<file path="config.mk">
export PLATFORM = sky130hd
export DESIGN_NAME = smac_ctrl
export DESIGN_NICKNAME = d
export VERILOG_FILES = /design/src/hw/smac_pkg.sv /design/src/hw/smac_ctrl.sv /design/src/hw/smac_lzc.sv
export SDC_FILE = /design/constraint.sdc
export NUM_CORES = 1
export LEC_CHECK = 0
export ABC_AREA = 1
export BUFFER_PORTS_ARGS = -buffer_cell sky130_fd_sc_hd__clkbuf_2
export CELL_PAD_IN_SITES_DETAIL_PLACEMENT = 0
export CELL_PAD_IN_SITES_GLOBAL_PLACEMENT = 2
export CORE_UTILIZATION = 37
export CTS_CLUSTER_SIZE = 14
export DETAILED_ROUTE_END_ITERATION = 10
export PLACE_DENSITY_LB_ADDON = 0.25
export SLEW_MARGIN = 5
export SYNTH_ARGS = -nofsm -noshare
export SYNTH_HDL_FRONTEND = slang
export SYNTH_SLANG_ARGS = --single-unit
</file>
<file path="constraint.sdc">
create_clock -name CLOCK -period 10.97 [get_ports CLOCK]
set_clock_uncertainty 0.2 [all_clocks]
set_input_delay 0.5485 -clock CLOCK [delete_from_list [all_inputs] [get_ports CLOCK]]
set_output_delay 0.5485 -clock CLOCK [all_outputs]
set_load 0.01 [all_outputs]
</file>
<file path="src/hw/smac_pkg.sv">
// Package: opcodes, widths and constants for the streamed MAC control block
package smac_pkg;
    localparam int WORD_W = 16;
    localparam int ACC_W = 48;
    localparam int PORT_W = 5;
    localparam int LIT_W = 5;
    localparam logic [4:0] INTERNAL_PORT_LAST = 5'h17;
    localparam logic [15:0] OPC_MEM_STREAM = 16'he842;
    localparam logic [15:0] ACC_RESET = 16'h0000;
    localparam logic [15:0] COUNT_RESET = 16'h0000;
    typedef enum logic [2:0] {
        SMAC_OP_NONE,
        SMAC_OP_EXT_FETCH,
        SMAC_OP_EXT_STORE,
        SMAC_OP_NORMALIZE,
        SMAC_OP_RSHIFT,
        SMAC_OP_MAC,
        SMAC_OP_SETUP_BUS,
        SMAC_OP_SETUP_STACK
    } smac_op_t;
endpackage

</file>
<file path="src/hw/smac_ctrl.sv">
// Streamed MAC accumulator control: extension word, normalise, shift, streaming
`timescale 1ns/1ps
module smac_ctrl
    import smac_pkg::*;
#(
    parameter int WORD = 16
) (
    input wire logic CLOCK,
    input wire logic RST,
    input wire logic CE,
    input wire logic [15:0] OPCODE,
    input wire logic OPCODE_VALID,
    input wire smac_pkg::smac_op_t OP,
    input wire logic LOOP_START,
    input wire logic [15:0] TOP_IN,
    input wire logic [15:0] NEXT_IN,
    input wire logic [15:0] PSTACK_IN,
    input wire logic [15:0] MEM_RDATA,
    input wire logic [15:0] BUS_RDATA,
    input wire logic [4:0] SRC_PORT,
    output logic [15:0] TOP,
    output logic [15:0] NEXT,
    output logic PUSH,
    output logic POP,
    output logic [15:0] PUSH_DATA,
    output logic [15:0] MEM_ADDR,
    output logic [4:0] BUS_PORT,
    output logic BUS_INTERNAL,
    output logic BUS_EXTERNAL,
    output logic [15:0] MAC_EXT,
    output logic [15:0] MAC_MID,
    output logic [15:0] MAC_LOW,
    output logic STREAMING,
    output logic INT_BLOCK
);
    import smac_pkg::*;

    typedef enum {S_IDLE, S_ARMED, S_LOOP, S_RUN} smac_state_t;
    smac_state_t state;
    logic src_bus;
    logic [15:0] count;
    logic [15:0] pipe;
    logic [5:0] lz_count;
    logic [31:0] lz_shifted;
    logic is_stream_op;
    logic [47:0] acc;
    logic [47:0] next_acc;
    logic [31:0] product;
    logic [15:0] op_a;
    logic [15:0] op_b;

    function automatic logic is_internal_port(input logic [4:0] p);
        return p <= INTERNAL_PORT_LAST;
    endfunction

    smac_lzc #(.W(32)) u_lzc (
        .din({TOP_IN, NEXT_IN}),
        .count(lz_count),
        .shifted(lz_shifted)
    );

    assign is_stream_op = OPCODE_VALID && OPCODE == OPC_MEM_STREAM;
    assign acc = {MAC_EXT, MAC_MID, MAC_LOW};

    // Streaming uses the pipeline register; plain MAC uses top
    always_comb begin
        op_a = (state == S_RUN && is_stream_op) ? pipe : TOP_IN;
        op_b = NEXT_IN;
        product = op_a * op_b;
        next_acc = acc + {16'h0000, product};
    end

    // Stream control state
    always_ff @(posedge CLOCK or posedge RST) begin
        if (RST) begin
            state <= S_IDLE;
            src_bus <= 1'b0;
            count <= COUNT_RESET;
        end else if (CE) begin
            case (state)
                S_IDLE: begin
                    if (OP == SMAC_OP_SETUP_BUS) begin
                        state <= S_ARMED;
                        src_bus <= 1'b1;
                    end else if (OP == SMAC_OP_SETUP_STACK) begin
                        state <= S_ARMED;
                        src_bus <= 1'b0;
                    end
                end
                S_ARMED: begin
                    // Loop start must follow directly; anything else drops the arming
                    if (LOOP_START) begin
                        state <= S_LOOP;
                        count <= TOP_IN;
                    end else begin
                        state <= S_IDLE;
                    end
                end
                S_LOOP: begin
                    state <= is_stream_op ? S_RUN : S_IDLE;
                end
                S_RUN: begin
                    if (!is_stream_op || count == 16'h0000) begin
                        state <= S_IDLE;
                    end else begin
                        count <= count - 16'h0001;
                    end
                end
                default: state <= S_IDLE;
            endcase
        end
    end

    // Pipeline register: fed from bus port or stack every cycle
    always_ff @(posedge CLOCK or posedge RST) begin
        if (RST) begin
            pipe <= 16'h0000;
        end else if (CE) begin
            pipe <= src_bus ? BUS_RDATA : PSTACK_IN;
        end
    end

    // Accumulator
    always_ff @(posedge CLOCK or posedge RST) begin
        if (RST) begin
            MAC_EXT <= ACC_RESET;
            MAC_MID <= ACC_RESET;
            MAC_LOW <= ACC_RESET;
        end else if (CE) begin
            if (state == S_RUN && is_stream_op) begin
                {MAC_EXT, MAC_MID, MAC_LOW} <= next_acc;
            end else begin
                case (OP)
                    SMAC_OP_EXT_STORE: MAC_EXT <= TOP_IN;
                    SMAC_OP_NORMALIZE: begin
                        MAC_EXT <= {10'h000, lz_count};
                        {MAC_MID, MAC_LOW} <= lz_shifted;
                    end
                    SMAC_OP_RSHIFT: begin
                        MAC_LOW <= MAC_MID;
                        MAC_MID <= MAC_EXT;
                        MAC_EXT <= {16{MAC_EXT[15]}};
                    end
                    SMAC_OP_MAC: {MAC_EXT, MAC_MID, MAC_LOW} <= next_acc;
                    default: ;
                endcase
            end
        end
    end

    // Stack effects
    always_ff @(posedge CLOCK or posedge RST) begin
        if (RST) begin
            TOP <= 16'h0000;
            NEXT <= 16'h0000;
            PUSH <= 1'b0;
            POP <= 1'b0;
            PUSH_DATA <= 16'h0000;
            MEM_ADDR <= 16'h0000;
        end else if (CE) begin
            TOP <= TOP_IN;
            NEXT <= NEXT_IN;
            PUSH <= 1'b0;
            POP <= 1'b0;
            PUSH_DATA <= NEXT_IN;
            MEM_ADDR <= TOP_IN;
            if (is_stream_op) begin
                NEXT <= MEM_RDATA;
                TOP <= TOP_IN + {11'h000, OPCODE[4:0]};
            end else if (OP == SMAC_OP_EXT_FETCH) begin
                TOP <= MAC_EXT;
                NEXT <= TOP_IN;
                PUSH <= 1'b1;
            end else if (OP == SMAC_OP_EXT_STORE) begin
                TOP <= NEXT_IN;
                NEXT <= PSTACK_IN;
                POP <= 1'b1;
            end
        end
    end

    // Bus port and interrupt blocking
    always_ff @(posedge CLOCK or posedge RST) begin
        if (RST) begin
            BUS_PORT <= 5'h00;
            BUS_INTERNAL <= 1'b0;
            BUS_EXTERNAL <= 1'b0;
            INT_BLOCK <= 1'b0;
            STREAMING <= 1'b0;
        end else if (CE) begin
            BUS_PORT <= SRC_PORT;
            BUS_INTERNAL <= src_bus && is_internal_port(SRC_PORT);
            BUS_EXTERNAL <= src_bus && !is_internal_port(SRC_PORT);
            INT_BLOCK <= OP == SMAC_OP_SETUP_BUS || OP == SMAC_OP_SETUP_STACK;
            STREAMING <= state == S_RUN;
        end
    end

    property p_setup_blocks;
        @(posedge CLOCK) disable iff (RST)
        CE && (OP == SMAC_OP_SETUP_BUS || OP == SMAC_OP_SETUP_STACK) |=> INT_BLOCK;
    endproperty
    a_setup_blocks: assert property (p_setup_blocks) else $error("no int block");

    property p_arm;
        @(posedge CLOCK) disable iff (RST)
        CE && state == S_IDLE && OP == SMAC_OP_SETUP_STACK |=> state == S_ARMED && !src_bus;
    endproperty
    a_arm: assert property (p_arm) else $error("stack setup not armed");

    property p_arm_bus;
        @(posedge CLOCK) disable iff (RST)
        CE && state == S_IDLE && OP == SMAC_OP_SETUP_BUS |=> state == S_ARMED && src_bus;
    endproperty
    a_arm_bus: assert property (p_arm_bus) else $error("bus setup not armed");

    property p_stream_addr;
        @(posedge CLOCK) disable iff (RST)
        CE && is_stream_op |=> TOP == $past(TOP_IN) + {11'h000, $past(OPCODE[4:0])};
    endproperty
    a_stream_addr: assert property (p_stream_addr) else $error("bad address step");

    property p_stream_acc;
        @(posedge CLOCK) disable iff (RST)
        CE && state == S_RUN && is_stream_op |=> acc == $past(next_acc);
    endproperty
    a_stream_acc: assert property (p_stream_acc) else $error("no accumulate");

    property p_end;
        @(posedge CLOCK) disable iff (RST)
        CE && state == S_RUN && count == 16'h0000 |=> state == S_IDLE;
    endproperty
    a_end: assert property (p_end) else $error("stream not ended");

    property p_rshift;
        @(posedge CLOCK) disable iff (RST)
        CE && state != S_RUN && OP == SMAC_OP_RSHIFT && !is_stream_op
        |=> MAC_LOW == $past(MAC_MID) && MAC_MID == $past(MAC_EXT)
            && MAC_EXT == {16{$past(MAC_EXT[15])}};
    endproperty
    a_rshift: assert property (p_rshift) else $error("bad right shift");

    property p_fetch;
        @(posedge CLOCK) disable iff (RST)
        CE && OP == SMAC_OP_EXT_FETCH && !is_stream_op |=> TOP == $past(MAC_EXT) && PUSH;
    endproperty
    a_fetch: assert property (p_fetch) else $error("bad ext fetch");

    property p_ext_store;
        @(posedge CLOCK) disable iff (RST)
        CE && OP == SMAC_OP_EXT_STORE && !is_stream_op
        |=> MAC_EXT == $past(TOP_IN) && TOP == $past(NEXT_IN) && POP;
    endproperty
    a_ext_store: assert property (p_ext_store) else $error("bad ext store");

    property p_leading_zero_normalize;
        @(posedge CLOCK) disable iff (RST)
        CE && OP == SMAC_OP_NORMALIZE && !is_stream_op
        |=> ({MAC_MID, MAC_LOW} >> MAC_EXT[5:0]) == $past({TOP_IN, NEXT_IN})
            && (MAC_MID[15] || MAC_EXT == 16'h0020);
    endproperty
    a_leading_zero_normalize: assert property (p_leading_zero_normalize) else $error("bad normalize");

    property p_mac;
        @(posedge CLOCK) disable iff (RST)
        CE && OP == SMAC_OP_MAC && !(state == S_RUN && is_stream_op)
        |=> acc == $past(acc) + $past(TOP_IN) * $past(NEXT_IN);
    endproperty
    a_mac: assert property (p_mac) else $error("bad plain accumulate");

    property p_run_step;
        @(posedge CLOCK) disable iff (RST)
        CE && state == S_RUN && is_stream_op && count != 16'h0000
        |=> state == S_RUN && count == $past(count) - 16'h0001;
    endproperty
    a_run_step: assert property (p_run_step) else $error("stream iteration lost");

    property p_stream_next;
        @(posedge CLOCK) disable iff (RST)
        CE && is_stream_op |=> NEXT == $past(MEM_RDATA) && MEM_ADDR == $past(TOP_IN);
    endproperty
    a_stream_next: assert property (p_stream_next) else $error("bad stream read");

    property p_bus_sel;
        @(posedge CLOCK) disable iff (RST)
        CE && src_bus
        |=> BUS_INTERNAL == ($past(SRC_PORT) <= INTERNAL_PORT_LAST) && BUS_EXTERNAL != BUS_INTERNAL;
    endproperty
    a_bus_sel: assert property (p_bus_sel) else $error("bad port routing");

    c_run: cover property (@(posedge CLOCK) state == S_RUN ##1 state == S_RUN);
    c_bus: cover property (@(posedge CLOCK) state == S_RUN && src_bus);
    c_leading_zero_normalize: cover property (@(posedge CLOCK) CE && OP == SMAC_OP_NORMALIZE);
    c_ext_port: cover property (@(posedge CLOCK) BUS_EXTERNAL && STREAMING);
endmodule

</file>
<file path="src/hw/smac_lzc.sv">
// Leading-zero counter and left normaliser for a 32-bit double word
`timescale 1ns/1ps
module smac_lzc #(
    parameter int W = 32
) (
    input wire logic [W-1:0] din,
    output logic [5:0] count,
    output logic [W-1:0] shifted
);
    always_comb begin
        count = 6'(W);
        for (int i = 0; i < W; i++) begin
            if (din[i]) begin
                count = 6'(W - 1 - i);
            end
        end
        shifted = din << count;
    end
endmodule

</file>
Word level (Yosys, flattened, before mapping)
Index checks and enable logic that the tools add are counted.

Magnitude comparators: 1. $add $sub $neg: 3. Shift operators: 1. Reductions and logical operators: 21. Equal/unequal tests: 17. Mux-type cells: 62. Multipliers: 1.

Operators by type and width (count): 16-bit 2-to-1 mux (13); 6-bit 2-to-1 mux (32); 32-bit case mux with 4 select lines (1); 32-bit 2-to-1 mux (3); 16-bit case mux with 3 select lines (2); 32-bit by 2-bit equality test with 1-bit output, second input constant (2); 16-bit case mux with 4 select lines (1); 48-bit by 32-bit adder with 48-bit output (1); 32-bit by 1-bit equality test with 1-bit output, second input constant (1); 32-bit by 3-bit equality test with 1-bit output, second input constant (1); 32-bit zero test (1); 16-bit by 16-bit multiplier with 32-bit output (1); 16-bit case mux with 2 select lines (1); 32-bit by 6-bit << shifter with 32-bit output (1); 16-bit by 5-bit adder with 16-bit output (1); 16-bit equality test, second input constant (1); 16-bit zero test (1); 16-bit by 1-bit subtractor with 16-bit output, second input constant (1); 3-bit equality test, second input constant (4); 3-bit AND reduction (3); 2-bit inequality test, second input constant (4); 4-bit nonzero test (2); 1-bit 2-to-1 mux (7); 3-bit by 2-bit equality test with 1-bit output, second input constant (2); other kinds (11) (19).

Output and inout bits: 123. Logic and storage cells: 125. Input port bits: 109. Register bits after elaboration: 188.

Longest topological paths before layout
Depth in word-level cells: 35. Mapped depth: 45. Depth with buffers taken out: 44.

By module
From an unflattened synthesis, not the netlist that was laid out.

Cells, all modules: 3319. Area total of the unflattened synthesis: 22227.6 um^2.

By module, submodules not included: smac_ctrl (cells an instance 2847, instances 1, seq. area each 3953.8 um^2, area an instance 20120.5 um^2); smac_lzc (cells an instance 472, instances 1, seq. area each 0.0 um^2, area an instance 2107.0 um^2).

Least setup slack after synthesis
Ideal clock, no wire load.

Path type: input-to-reg. From: input OPCODE[9]. To: register MAC_EXT[15]. Setup time: 0.128 ns. Data required time: 10.642 ns. Arrival time: 7.792 ns. Path buffers: 1. Stages on the path: 42. Slack: 2.850 ns. Cell sequence: nor2_1 > nand3b_1 > nor3_1 > nand2_1 > nor2_1 > clkbuf_1 > nand2_1 > o21ai_1 > clkinv_1 > nor2_1 > fa_1 > inv_1 > fa_1 > fa_1 > fa_1 > inv_1 > fa_1 > inv_1 > (+6 left out) > o21ai_1 > a21oi_1 > o21ai_2 > nand3_1 > nand2_1 > nand3_1 > nand2_1 > nand2_1 > nand2_1 > nand2_1 > nand2_1 > a21oi_1 > nor3_2 > nand4_1 > o21ai_0 > a21oi_1 > a211oi_1 > a21oi_1.

Longest elaborated chain between the ends: 8. Elaborated cells between the ends (all ways): 11. Classes of those cells: add/sub (1); mul (1); eq/ne (2); mux (3); reduce/logical (4).

Ends and longest elaborated chain: start, declared (RTL line smac_ctrl.sv:11) `input wire logic [15:0] OPCODE,`; 16-bit equality test (*) (RTL line smac_ctrl.sv:62) `assign is_stream_op = OPCODE_VALID && OPCODE == OPC_MEM_STREAM;`; 1-bit logical AND (*) (RTL line smac_ctrl.sv:62); 1-bit logical AND (*) (RTL line smac_ctrl.sv:67, smac_ctrl.sv:130); 16-bit 2-to-1 mux (RTL line smac_ctrl.sv:67) `op_a = (state == S_RUN && is_stream_op) ? pipe : TOP_IN;`; 16-bit by 16-bit multiplier with 32-bit output (RTL line smac_ctrl.sv:69) `product = op_a * op_b;`; 48-bit by 32-bit adder with 48-bit output (RTL line smac_ctrl.sv:70) `next_acc = acc + {16'h0000, product};`; 16-bit case mux with 4 select lines (RTL line smac_ctrl.sv:133) `case (OP)`; 16-bit 2-to-1 mux (RTL line smac_ctrl.sv:130) `if (state == S_RUN && is_stream_op) begin`; end signal, assigned (RTL line smac_ctrl.sv:131) `{MAC_EXT, MAC_MID, MAC_LOW} <= next_acc;`; end signal, assigned (RTL line smac_ctrl.sv:136) `MAC_EXT <= {10'h000, lz_count};`; end signal, assigned (RTL line smac_ctrl.sv:142) `MAC_EXT <= {16{MAC_EXT[15]}};`; end, declared (RTL line smac_ctrl.sv:30) `output logic [15:0] MAC_EXT,`.

Every way passes the cells marked *; elsewhere a longest branch is shown, timed or not. A chain may end at the register's enable or synchronous reset.

Worst setup path after layout
From: input OPCODE[9]. To: register MAC_EXT[14].

Same word-level chain as after synthesis.

==> impl_metrics.toml <==
[outcome]
status = "completed"

[detailed_routing]
wl_per_cell_um = 23.9
drtAntennaViolNets = 0
first_pass_iters = 5
drt-total-wl_um = 89100
drt_iter0_drc = 1767
num_vias = 20400
drc = 0
avgViaCountPerCell = 5.47

[timing]
tns_ns = 0
grt_setup_unrepaired = "no"
slew-limit-headroom = 0.170
hold_viol_final = 0
period_share = 0.843
post-route-min-period_ns = 9.24
worstMarginPinSlew_ns = 1.24
fmax_mhz = 108
setup_viol = 0
drv_slew = 0

[logic_synthesis]
yosys.area.top_type = "fa_1"
synth.area.mux_share = 0
synth_warnings = 0
synth_area_leaders = "fa_1, dfrtp_1, nand2_1"
synth_fa_ha_area_frac = 0.293
synth_fp_nets = 3315
synth_compound_area_frac = 0.140
syn_inst = 2863
ys_ff_latch = 158
synth_top_area_frac = 0.222
synth_xor_xnor_area_share = 0.0175
synth_top_family_by_area = "adder cells"
syn_avg_cell_area_um2 = 7.15
yosysSeqAreaShare = 0.193
synthSimpleGateAreaFrac = 0.230
syn-cell-area_um2 = 20500
ys_types = 51

[setup_path]
rrSetupSlack_ns = 1.88
critPathMostFrequentCell = "fa_1"
startpoint_type = "primary input"
critPathMaxFanout = 23
endpoint_kind = "flip-flop"
arrival_ns = 9.42
cp.required_ns = 11.14
cpMaxStageDelayCell = "nor2_2"
critPathKind = "primary input to flip-flop"
max_stage_delay_ns = 0.80

[cts]
cts_resized = 0
clock_latency_ns = 0.51
cts.reportedPaths.clkPinSlew_ns = 0.08
cts_setup_buffers = 0
ctsHoldBuffers = 1
ctsRootBufferMaster = "clkbuf_16"
tritoncts = "done"
cts_buffers = 17
htree_levels = 4
cts_buffer_depth = 2
clock_sinks = 158

[grt]
grt.total_usage = 0.323
grt_pass1_vias = 20100
grt_overflow_total = 0
grt_max_degree = 106
antenna_found_initial = 3
grt_pass1_wl_um = 132000

[floorplanning]
die_h_um = 237
ioPinCount = 232
die_w_um = 237
initial_core_util = 0.377
die-area_um2 = 56300
num_rows = 85
core_area_um2 = 54200

[cells_and_area]
area_growth_syn_to_layout_pct = 11.5
drive_gt1_frac = 0.110
stdcell_count = 3724
antenna_cells = 0
nets = 3467
n_fill_cell = 5825

[pwr]
power_density_nw_per_um2 = 334
vdd.ir_drop.worst_mv = 0.595
leakagePower_uw = 0.0119

[flow_run]
maxCapViolCount = 0

[place]
dp_cells = 3691
dp_hpwl_um = 68800
routabilityCongestion = 0.948
port_buffers = 231

[worst_hold_path]
hold_path.class = "primary input to flip-flop"
==> stage by stage <==
stage | utilization | setup slack (ns) | instance area [µm²] | total power [µW] | hold WS [ns]
finish | 0.421 | 1.73 | 22800 | 7620 | 0.0388
global placement | 0.410 | 1.38 | 22200 | 6920 | 0.258
detailed placement | 0.410 | 1.30 | 22200 | 6910 | 0.266
CTS | 0.421 | 1.81 | 22800 | 7620 | 0.0151
floorplan | - | 2.85 | 20500 | 4990 | 0.253
global route | 0.421 | 0.977 | 22800 | 8380 | 0.0332
==> layout by cell type (no fill, tap or decap), drive strengths merged, types with 6 or more instances in the layout <==
master and n:
a22oi 6, o211ai 71, clkinv 16, a211oi 6, nor3 20, or2 10
xor2 33, o21ai 243, nor2 251, inv 523, buf 38, xnor2 8
nor4 8, a31oi 14, clkbuf 248, a21oi 107, dfrtp 158, nand4 15
nand3 150, o221ai 10, nand2 703, fa 227, ha 116, o31ai 6
o22ai 8
==> flip-flops by register name, summed over array words and instances (netlist names) <==
name	flops
MAC_EXT	16
MAC_LOW	16
MAC_MID	16
MEM_ADDR	16
NEXT	16
PUSH_DATA	16
TOP	16
count	16
pipe	16
BUS_PORT	5
state	2
BUS_EXTERNAL	1
BUS_INTERNAL	1
INT_BLOCK	1
POP	1
PUSH	1
STREAMING	1
src_bus	1
==> kinds of logic after synthesis <==
kind of cell,Yosys count
compound gates,495
simple gates,1162
fa+ha+maj,343
buf+inv,664
xor+xnor,41
flops,158
==> cells in the mapped netlist (all sizes together) <==
| cell type | instances |
|---|---|
| a21oi | 107 |
| o22a | 1 |
| nand2 | 703 |
| fa | 227 |
| a221o | 1 |
| ha | 116 |
| a31oi | 14 |
| o21ai | 243 |
| a211oi | 6 |
| o211ai | 71 |
| clkinv | 12 |
| xor2 | 33 |
| nand4 | 15 |
| buf | 39 |
| nand3 | 150 |
| nor2 | 251 |
| nor4 | 8 |
| o311ai | 3 |
| inv | 515 |
| a311oi | 1 |
| nor3 | 20 |
| a21boi | 2 |
| nand3b | 3 |
| and2 | 1 |
| a221oi | 3 |
| o31ai | 6 |
| o22ai | 8 |
| o21bai | 5 |
| a22oi | 6 |
| nor3b | 1 |
| or2 | 10 |
| o221ai | 10 |
| dfrtp | 158 |
| a22o | 1 |
| o32ai | 2 |
| clkbuf | 98 |
| o21a | 5 |
| xnor2 | 8 |
==> metal layers <==
layer  global-route usage  vias up  part of all wire
li1                     -     9296                 -
met2                0.512      827              0.45
met3               0.0548      138             0.070
met1                0.445    10100              0.44
met5                    0        -           0.00015
met4                0.112        2             0.035
==> power by group <==
group / switching (µW) / leakage (µW) / internal (µW) / total (µW)
registers: 180 / 0.00191 / 727 / 906
clock network: 349 / 0.000280 / 306 / 655
logic: 3900 / 0.00973 / 2150 / 6060
total: 4430 / 0.0119 / 3190 / 7620
==> layout make-up <==
cell class                      count  area (µm²)  area share
Multi-Input combinational cell   2041       14000       0.612
Sequential cell                   158        3950       0.173
Inverter                          527        1990      0.0870
Timing Repair Buffer              270        1450      0.0636
Tap cell                          696         871      0.0382
Clock buffer                       17         425      0.0186
Clock inverter                     15         168     0.00735
==> worst max-delay path: cells and delay by family <==
kind / cells / cell delay (ns)
compound gates: 10 / 1.81
xor+xnor: 1 / 0.17
fa+ha+maj: 7 / 3.22
buf+inv: 8 / 1.07
simple gates: 14 / 2.55
==> final timing paths <==
| kind | start | depth (start not counted) | endpoint |
|---|---|---|---|
| setup / recovery | OPCODE[9] | 40 | MAC_EXT[14] |
| hold / removal | SRC_PORT[1] | 3 | BUS_PORT[1] |
| setup reg to reg | state[0] | 36 | MAC_EXT[14] |
| hold reg to reg | BUS_PORT[3] | 2 | BUS_PORT[3] |
| max in group asynchronous | RST | 4 | MAC_MID[14] |
| min in group asynchronous | RST | 3 | BUS_PORT[2] |
Note: power is estimated with default switching activity, not from simulation.
